**config.mk**
```make
export PLATFORM = sky130hd
export DESIGN_NAME = ccss_top
export DESIGN_NICKNAME = d
export VERILOG_FILES = /design/src/core/ccss_pkg.sv /design/src/core/ccss_top.sv
export SDC_FILE = /design/constraint.sdc
export NUM_CORES = 1
export LEC_CHECK = 0
export ABC_AREA = 0
export ABC_CLOCK_PERIOD_IN_PS = 4070
export BUFFER_PORTS_ARGS = -buffer_cell sky130_fd_sc_hd__buf_2
export CAP_MARGIN = 20
export CORE_MARGIN = 5
export CORE_UTILIZATION = 45
export CTS_CLUSTER_SIZE = 20
export DETAILED_ROUTE_END_ITERATION = 8
export GPL_ROUTABILITY_DRIVEN = 0
export PLACE_DENSITY = 0.73
export REMOVE_ABC_BUFFERS = 1
export SETUP_SLACK_MARGIN = 0.4
export SYNTH_ARGS = -nofsm -noshare
export SYNTH_HDL_FRONTEND = slang
export SYNTH_SLANG_ARGS = --single-unit
```
**constraint.sdc**
```tcl
create_clock -name aclk -period 4.07 [get_ports aclk]
set_input_delay 0.6105 -clock aclk [delete_from_list [all_inputs] [get_ports aclk]]
set_output_delay 0.6105 -clock aclk [all_outputs]
set_load 0.01 [all_outputs]
```
**src/core/ccss_pkg.sv**
```systemverilog
// shared constants and types of the cpu clock source switcher
package ccss_pkg;

    // ------------------------------------------------------------
    // register map (byte addresses)
    // ------------------------------------------------------------
    localparam int          CCSS_ADDR_W   = 4;
    localparam logic [1:0]  CCSS_IDX_CTRL = 2'h0;   // 0x00
    localparam logic [1:0]  CCSS_IDX_SEL  = 2'h1;   // 0x04
    localparam logic [1:0]  CCSS_IDX_STAT = 2'h2;   // 0x08

    // ------------------------------------------------------------
    // control register fields
    // ------------------------------------------------------------
    localparam int          CTL_MAIN_PIN  = 0;
    localparam int          CTL_MAIN_EXT  = 1;
    localparam int          CTL_MAIN_STOP = 2;
    localparam int          CTL_SUB_PIN   = 3;
    localparam int          CTL_SUB_EXT   = 4;
    localparam int          CTL_SUB_STOP  = 5;
    localparam int          CTL_FAST_STOP = 6;
    localparam logic [6:0]  CTL_RESET     = 7'h24;

    // ------------------------------------------------------------
    // select register and status fields
    // ------------------------------------------------------------
    localparam int          SEL_MAIN_HS   = 0;
    localparam int          SEL_SUB       = 1;
    localparam logic [1:0]  SEL_RESET     = 2'h0;
    localparam int          ST_MCS        = 0;
    localparam int          ST_CLS        = 1;
    localparam int          ST_BUSY       = 2;
    localparam int          ST_RDY_FAST   = 3;
    localparam int          ST_RDY_MAIN   = 4;
    localparam int          ST_RDY_SUB    = 5;

    // ------------------------------------------------------------
    // switching timing and bus answers
    // ------------------------------------------------------------
    localparam logic [3:0]  GAP_CYCLES    = 4'h4;
    localparam logic [1:0]  RESP_OKAY     = 2'h0;
    localparam logic [1:0]  RESP_SLVERR   = 2'h2;

    typedef enum logic [1:0] {
        SRC_FAST = 2'b00,
        SRC_MAIN = 2'b01,
        SRC_SUB  = 2'b10,
        SRC_NONE = 2'b11
    } ccss_src_e;

    typedef enum logic [1:0] {
        SW_IDLE  = 2'b00,
        SW_DESEL = 2'b01,
        SW_SEL   = 2'b10
    } ccss_sw_e;

endpackage

```
**src/core/ccss_top.sv**
```systemverilog
// cpu clock source switcher with axi4-lite register slave
//
// Our own choices: the register addresses and the AXI4-Lite slave port.
`timescale 1ns/1ps

module ccss_top
    import ccss_pkg::*;
(
    // clock and reset
    input  wire logic                   aclk,
    input  wire logic                   aresetn,
    // axi4-lite write address and data
    input  wire logic                   s_axi_awvalid,
    output logic                        s_axi_awready,
    input  wire logic [CCSS_ADDR_W-1:0] s_axi_awaddr,
    input  wire logic                   s_axi_wvalid,
    output logic                        s_axi_wready,
    input  wire logic [31:0]            s_axi_wdata,
    input  wire logic [3:0]             s_axi_wstrb,
    // axi4-lite write response
    output logic                        s_axi_bvalid,
    input  wire logic                   s_axi_bready,
    output logic [1:0]                  s_axi_bresp,
    // axi4-lite read
    input  wire logic                   s_axi_arvalid,
    output logic                        s_axi_arready,
    input  wire logic [CCSS_ADDR_W-1:0] s_axi_araddr,
    output logic                        s_axi_rvalid,
    input  wire logic                   s_axi_rready,
    output logic [31:0]                 s_axi_rdata,
    output logic [1:0]                  s_axi_rresp,
    // source ready pins (asynchronous)
    input  wire logic                   fast_osc_ready,
    input  wire logic                   main_osc_ready,
    input  wire logic                   sub_osc_ready,
    // oscillator enables and cpu clock mux select
    output logic                        fast_osc_enable,
    output logic                        main_crystal_osc_enable,
    output logic                        main_ext_input_enable,
    output logic                        sub_crystal_osc_enable,
    output logic                        sub_ext_input_enable,
    output logic [1:0]                  cpu_clock_select
);

    typedef struct packed {
        logic        awready;
        logic        wready;
        logic        bvalid;
        logic [1:0]  bresp;
        logic        arready;
        logic        rvalid;
        logic [31:0] rdata;
        logic [1:0]  rresp;
        logic        aw_have;
        logic [3:0]  aw_addr;
        logic        w_have;
        logic [7:0]  w_data;
        logic        w_lane0;
        logic [6:0]  ctrl;
        logic [1:0]  clk_req;
        logic        main_clock_status;
        logic        cpu_clock_status;
        ccss_src_e   cur;
        ccss_src_e   sel;
        ccss_src_e   tgt;
        ccss_sw_e    sw;
        logic [3:0]  cnt;
        logic [2:0]  rdy_s1;
        logic [2:0]  rdy_s2;
        logic [4:0]  en;
    } ccss_state_s;

    ccss_state_s state_q;
    ccss_state_s state_d;

    // ------------------------------------------------------------
    // helpers
    // ------------------------------------------------------------
    function automatic logic src_ready(input ccss_src_e s, input logic [6:0] c,
                                       input logic [2:0] r);
        unique case (s)
            SRC_FAST: src_ready = r[0] & ~c[CTL_FAST_STOP];
            SRC_MAIN: src_ready = r[1] & c[CTL_MAIN_PIN] & ~c[CTL_MAIN_STOP];
            SRC_SUB:  src_ready = r[2] & c[CTL_SUB_PIN] & ~c[CTL_SUB_STOP];
            default:  src_ready = 1'b0;
        endcase
    endfunction

    function automatic logic [1:0] word_idx(input logic [3:0] a);
        word_idx = a[3:2];
    endfunction

    // ------------------------------------------------------------
    // next state
    // ------------------------------------------------------------
    always_comb
    begin
        logic       reject;
        logic [6:0] nc;
        ccss_src_e  want;
        reject = 1'b0;
        nc     = state_q.ctrl;
        want   = SRC_FAST;
        state_d = state_q;

        // two-flop synchronisers on the ready pins
        state_d.rdy_s1 = {sub_osc_ready, main_osc_ready, fast_osc_ready};
        state_d.rdy_s2 = state_q.rdy_s1;

        // write address and data taken in either order
        if (s_axi_awvalid && state_q.awready)
        begin
            state_d.aw_have = 1'b1;
            state_d.aw_addr = s_axi_awaddr;
        end
        if (s_axi_wvalid && state_q.wready)
        begin
            state_d.w_have  = 1'b1;
            state_d.w_data  = s_axi_wdata[7:0];
            state_d.w_lane0 = s_axi_wstrb[0];
        end
        if (s_axi_bvalid && s_axi_bready)
            state_d.bvalid = 1'b0;

        if (state_q.aw_have && state_q.w_have && !state_q.bvalid)
        begin
            state_d.aw_have = 1'b0;
            state_d.w_have  = 1'b0;
            state_d.bvalid  = 1'b1;
            nc = state_q.w_data[6:0];
            unique case (word_idx(state_q.aw_addr))
                CCSS_IDX_CTRL:
                begin
                    // crystal and external input of the source in cur never swap; those of a switch target (tgt) can
                    if (state_q.cur == SRC_MAIN && !state_q.cpu_clock_status &&
                        (nc[CTL_MAIN_EXT] != state_q.ctrl[CTL_MAIN_EXT] ||
                         !nc[CTL_MAIN_PIN]))
                        reject = 1'b1;
                    if (state_q.cur == SRC_SUB &&
                        (nc[CTL_SUB_EXT] != state_q.ctrl[CTL_SUB_EXT] ||
                         !nc[CTL_SUB_PIN]))
                        reject = 1'b1;
                    // a stop aimed at the running source is refused
                    if ((nc[CTL_FAST_STOP] && state_q.sel == SRC_FAST) ||
                        (nc[CTL_MAIN_STOP] && state_q.sel == SRC_MAIN) ||
                        (nc[CTL_SUB_STOP] && state_q.sel == SRC_SUB) ||
                        (state_q.sw != SW_IDLE &&
                         ((nc[CTL_FAST_STOP] && state_q.tgt == SRC_FAST) ||
                          (nc[CTL_MAIN_STOP] && state_q.tgt == SRC_MAIN) ||
                          (nc[CTL_SUB_STOP] && state_q.tgt == SRC_SUB))))
                        reject = 1'b1;
                    if (reject)
                        state_d.bresp = RESP_SLVERR;
                    else
                    begin
                        state_d.bresp = RESP_OKAY;
                        if (state_q.w_lane0)
                            state_d.ctrl = nc;
                    end
                end
                CCSS_IDX_SEL:
                begin
                    state_d.bresp = RESP_OKAY;
                    if (state_q.w_lane0)
                        state_d.clk_req = state_q.w_data[1:0];
                end
                CCSS_IDX_STAT:
                    state_d.bresp = RESP_OKAY;
                default:
                    state_d.bresp = RESP_SLVERR;
            endcase
        end

        // read channel
        if (s_axi_rvalid && s_axi_rready)
            state_d.rvalid = 1'b0;
        if (s_axi_arvalid && state_q.arready)
        begin
            state_d.rvalid = 1'b1;
            state_d.rdata  = 32'h0;
            state_d.rresp  = RESP_OKAY;
            unique case (word_idx(s_axi_araddr))
                CCSS_IDX_CTRL: state_d.rdata[6:0] = state_q.ctrl;
                CCSS_IDX_SEL:  state_d.rdata[1:0] = state_q.clk_req;
                CCSS_IDX_STAT:
                begin
                    state_d.rdata[ST_MCS]      = state_q.main_clock_status;
                    state_d.rdata[ST_CLS]      = state_q.cpu_clock_status;
                    state_d.rdata[ST_BUSY]     = state_q.sw != SW_IDLE;
                    state_d.rdata[ST_RDY_FAST] = src_ready(SRC_FAST, state_q.ctrl,
                                                           state_q.rdy_s2);
                    state_d.rdata[ST_RDY_MAIN] = src_ready(SRC_MAIN, state_q.ctrl,
                                                           state_q.rdy_s2);
                    state_d.rdata[ST_RDY_SUB]  = src_ready(SRC_SUB, state_q.ctrl,
                                                           state_q.rdy_s2);
                end
                default: state_d.rresp = RESP_SLVERR;
            endcase
        end

        // --------------------------------------------------------
        // glitch-free source switch
        // --------------------------------------------------------
        if (state_q.clk_req[SEL_SUB])
            want = SRC_SUB;
        else if (state_q.clk_req[SEL_MAIN_HS])
            want = SRC_MAIN;
        else
            want = SRC_FAST;

        unique case (state_q.sw)
            SW_IDLE:
            begin
                // target must be enabled and settled before the mux moves;
                // a stop accepted in this same cycle must also hold it back
                if (want != state_q.cur &&
                    src_ready(want, state_d.ctrl, state_q.rdy_s2))
                begin
                    state_d.tgt = want;
                    state_d.sel = SRC_NONE;
                    state_d.cnt = 4'h0;
                    state_d.sw  = SW_DESEL;
                end
            end
            SW_DESEL:
            begin
                state_d.cnt = state_q.cnt + 4'h1;
                if (state_q.cnt == GAP_CYCLES - 4'h1)
                begin
                    state_d.sel = state_q.tgt;
                    state_d.cnt = 4'h0;
                    state_d.sw  = SW_SEL;
                end
            end
            SW_SEL:
            begin
                state_d.cnt = state_q.cnt + 4'h1;
                if (state_q.cnt == GAP_CYCLES - 4'h1)
                begin
                    // status only moves once the new source drives the cpu
                    state_d.cur = state_q.tgt;
                    state_d.cpu_clock_status = state_q.tgt == SRC_SUB;
                    if (state_q.tgt != SRC_SUB)
                        state_d.main_clock_status = state_q.tgt == SRC_MAIN;
                    state_d.sw  = SW_IDLE;
                end
            end
            default:
                state_d.sw = SW_IDLE;
        endcase

        // oscillator enables follow the stop and pin bits
        state_d.en[0] = ~state_d.ctrl[CTL_FAST_STOP];
        state_d.en[1] = state_d.ctrl[CTL_MAIN_PIN] & ~state_d.ctrl[CTL_MAIN_EXT]
                        & ~state_d.ctrl[CTL_MAIN_STOP];
        state_d.en[2] = state_d.ctrl[CTL_MAIN_PIN] & state_d.ctrl[CTL_MAIN_EXT]
                        & ~state_d.ctrl[CTL_MAIN_STOP];
        state_d.en[3] = state_d.ctrl[CTL_SUB_PIN] & ~state_d.ctrl[CTL_SUB_EXT]
                        & ~state_d.ctrl[CTL_SUB_STOP];
        state_d.en[4] = state_d.ctrl[CTL_SUB_PIN] & state_d.ctrl[CTL_SUB_EXT]
                        & ~state_d.ctrl[CTL_SUB_STOP];

        state_d.awready = ~state_d.aw_have & ~state_d.bvalid;
        state_d.wready  = ~state_d.w_have & ~state_d.bvalid;
        state_d.arready = ~state_d.rvalid;
    end

    // ------------------------------------------------------------
    // state register
    // ------------------------------------------------------------
    always_ff @(posedge aclk)
    begin
        if (!aresetn)
        begin
            state_q         <= '0;
            state_q.ctrl    <= CTL_RESET;
            state_q.clk_req <= SEL_RESET;
            state_q.cur     <= SRC_FAST;
            state_q.sel     <= SRC_FAST;
            state_q.tgt     <= SRC_FAST;
            state_q.sw      <= SW_IDLE;
            state_q.en      <= 5'h01;
        end
        else
            state_q <= state_d;
    end

    // ------------------------------------------------------------
    // outputs
    // ------------------------------------------------------------
    assign s_axi_awready           = state_q.awready;
    assign s_axi_wready            = state_q.wready;
    assign s_axi_bvalid            = state_q.bvalid;
    assign s_axi_bresp             = state_q.bresp;
    assign s_axi_arready           = state_q.arready;
    assign s_axi_rvalid            = state_q.rvalid;
    assign s_axi_rdata             = state_q.rdata;
    assign s_axi_rresp             = state_q.rresp;
    assign fast_osc_enable         = state_q.en[0];
    assign main_crystal_osc_enable = state_q.en[1];
    assign main_ext_input_enable   = state_q.en[2];
    assign sub_crystal_osc_enable  = state_q.en[3];
    assign sub_ext_input_enable    = state_q.en[4];
    assign cpu_clock_select        = state_q.sel;

endmodule

```
==> flow_summary_export.csv <==
group,metric,value,unit
clock_network,cts-resized-gates,0,
clock_network,clock_latency,0.34,ns
setup_path,r2r-start,"cpu_clock_select[0]",
synth,muxShareOfSynthArea,6.18,%
synth,yosysSeqAreaShare,40.9,%
cells_and_area,multiInputGateArea,1450,um2
run_status,outcome,"completed",
clock_network,numCtsBuffers,9,
setup_path,reg2reg_setup_slack,1.75,ns
placed_design,place_ws,1.78,ns
timing,final_max_slew_viol_count,0,
setup_path,reg2reg_to,"sub_crystal_osc_enable",
worst_hold_path,holdPathStages,1,
clock_network,htreeDepth,3,
setup_path,crit_required,4.34,ns
timing,fmax,0.431,GHz
die,die_width,90.8,um
synth,synth-xor-area-share,0.895,%
synth,synth_top_cell_by_area,"dfxtp_1",
timing,fin_crit_sh,57.0,%
setup_path,critPathSlowestCell,"nand3_1",
flow_run,maxCapViolCount,0,
clock_network,postCtsSetupBuffers,0,
timing,timing.setup.tns,0,ns
global_route,grt_pass1_vias,2134,
cells_and_area,drive_gt1_share,18.2,%
worst_hold_path,holdCritStartpoint,"state_d[6]",
global_route,grt_start_max_net_pins,34,
setup_path,cp-start-kind,"register",
synth,ys_ff_latch,60,
global_route,grt_overflow,0,
clock_network,cts_hold_buf,0,
global_route,track_usage,14.9,%
global_route,grt_pass1_wl,9940,um
synth,synth_top_family_by_area,"simple AND/OR/NAND/NOR gates",
power_and_ir_drop,power.density,384,nW/um2
cells_and_area,fin_cells,457,
routing,routed_wl,6120,um
cells_and_area,fill_cells,642,
synth,synth-adder-area-share,2.56,%
setup_path,crit_top_cell,"nor3b_1",
die,ios,102,
worst_hold_path,whs_endpoint,"state_q[6]",
timing,worst_slack,1.75,ns
routing,drcViolationCount,0,
synth,synth-simple-area-share,22.1,%
synth,synth_edf_count,0,
synth,ys_types,46,
timing,layout_min_cycle_time,2.32,ns
clock_network,cts_tree,"done",
cells_and_area,antenna_cells,0,
synth,synth_commonest_cells,"dfxtp_1, nand2_1, buf_4",
synth,avgSynthCellArea,8.51,um2
die,rows,29,
routing,wl_per_cell,13.4,um
timing,rsz0062_at_grt,"false",
setup_path,critPathKind,"reg2reg",
synth,syn_inst,345,
setup_path,crit_chain,"mux2i_1, o22ai_1, nor3_2, nand3_1, nor3b_1, a21oi_1, nor3b_1",
timing,finalHoldViolations,0,
setup_path,crit_fanout,10,
power_and_ir_drop,leakage,1.42,nW
setup_path,r2r_cells,7,
clock_network,cts.root.buffer_cell,"clkbuf_8",
synth,synth_top_area_share,40.9,%
clock_network,numClockSinks,60,
worst_hold_path,hp-class,"reg2reg",
die,start_util,46.2,%
synth,synth_area_leaders,"dfxtp_1, buf_4, mux2i_1",
timing,skew,0.00820,ns
routing,num_vias,2318,
setup_path,end_kind,"register",
synth,yosys_warnings,0,
setup_path,worstPathArrival,2.59,ns
routing,via_per_inst,5.07,
synth,synth.most_common_cell,"dfxtp_1",
synth,synth-compound-area-share,14.2,%
routing,drt_iter0_drc,120,
timing,worst_pin_slew,0.572,ns
die,die_h,90.8,um
synth,synth_ff_type,"dfxtp_1",
placed_design,hpwl,4470,um
placed_design,dp.cells,442,
synth,async_flop_share,0,%
die,core,6350,um2
clock_network,path_clk_slew,0.07,ns
die,design.die.area,8240,um2
cells_and_area,nets,436,
global_route,grt_antenna_before_repair,0,
power_and_ir_drop,ir_worst_vdd,0.253,mV
timing,slew_headroom,61.8,%
synth,synthesis.area,2940,um2
timing,setup_viol,0,
setup_path,slowest_delay,0.50,ns
routing,dr.pass1.iters,4,
power_and_ir_drop,finalPower,1.24,mW
placed_design,io_buffer_count,42,
cells_and_area,syn_to_final_growth,10.1,%
clock_network,clock_path_buffers,2,
routing,postRouteAntennaNets,0,
cells_and_area,ff_latch_area,1200,um2
## placed cells by master, fill, tap and decap left out, types with 3 or more instances in the layout
cell | Yosys | final
a21oi_1 | 24 | 24
a22oi_1 | 4 | 4
and2_1 | 8 | 8
and3_1 | 7 | 7
buf_2 | 1 | 42
clkbuf_8 | 0 | 11
conb_1 | 1 | 27
dfxtp_1 | 60 | 60
ha_1 | 6 | 6
inv_1 | 14 | 14
mux2i_1 | 17 | 17
nand2_1 | 43 | 43
nand2b_1 | 5 | 5
nand3_1 | 14 | 14
nand3b_1 | 4 | 4
nor2_1 | 29 | 29
nor2b_1 | 5 | 5
nor3_1 | 7 | 7
nor3b_1 | 3 | 3
o211ai_1 | 4 | 4
o21ai_0 | 6 | 6
o21ai_1 | 4 | 4
or2_2 | 3 | 3
xnor2_1 | 3 | 3
## cells by family after synthesis
logic type / count (synthesis)
AO/OA/AOI/OAI: 60
XOR/XNOR: 3
adder cells (fa/ha/maj): 6
buffers and inverters: 63
flip-flops: 60
multiplexers: 18
other: 1
AND/OR/NAND/NOR: 134
## report_power, final
part,internal (mW),switching (mW)
logic,0.0300,0.0509
clock network,0.311,0.232
registers,0.602,0.0129
total,0.944,0.296
## metrics by stage
step	area [um2]	hold WS, ns	utilization [%]
2_1_floorplan	2710	0.412	-
3_3_place_gp	3010	0.422	47.4
3_5_place_dp	3030	0.417	47.7
4_1_cts	3230	0.432	50.9
5_1_grt	3230	0.458	50.9
6_report	3230	0.432	50.9
## state kept, by name (all words and copies together) (netlist names)
| signal | count |
|---|---|
| s_axi_rresp | 1 |
| sub_crystal_osc_enable | 1 |
| s_axi_rvalid | 1 |
| sub_ext_input_enable | 1 |
| main_crystal_osc_enable | 1 |
| s_axi_bvalid | 1 |
| s_axi_wready | 1 |
| fast_osc_enable | 1 |
| s_axi_bresp | 1 |
| s_axi_rdata | 7 |
| main_ext_input_enable | 1 |
| state_q | 36 |
| cpu_clock_select | 2 |
| state_d | 3 |
| s_axi_arready | 1 |
| s_axi_awready | 1 |
## metal layers
layer	up-vias	GRT usage [%]	wire length, um
met5	-	0	0
met4	0	6.82	123
met3	12	5.92	589
met2	97	23.3	2750
met1	1032	17.8	2650
li1	1177	-	-
## final cells by class
cell class                      instances  area share (%)
Inverter                               14            1.63
Sequential cell                        60            37.2
Clock buffer                           11            4.68
Clock inverter                          4            1.51
Tap cell                               77            2.98
Timing Repair Buffer                   43            7.12
Multi-Input combinational cell        248            44.9
## critical path: cells and delay by family, from the launching register on
kind,cells,cell delay [ns]
simple gates,4,1.41
flops,1,0.40
mux,1,0.22
compound gates,2,0.22
## worst max path at each step
stage	start	to	slack [ns]	cells after the start
finish	cpu_clock_select[0]	sub_crystal_osc_enable	1.75	7
global route	state_q[36]	sub_crystal_osc_enable	1.44	7
CTS	cpu_clock_select[0]	sub_crystal_osc_enable	1.74	7
detailed placement	state_q[36]	sub_crystal_osc_enable	1.78	7
global placement	state_q[36]	sub_crystal_osc_enable	1.76	7
floorplan	cpu_clock_select[0]	sub_crystal_osc_enable	2.03	7
No activity file was read; power rests on OpenSTA's default activity.
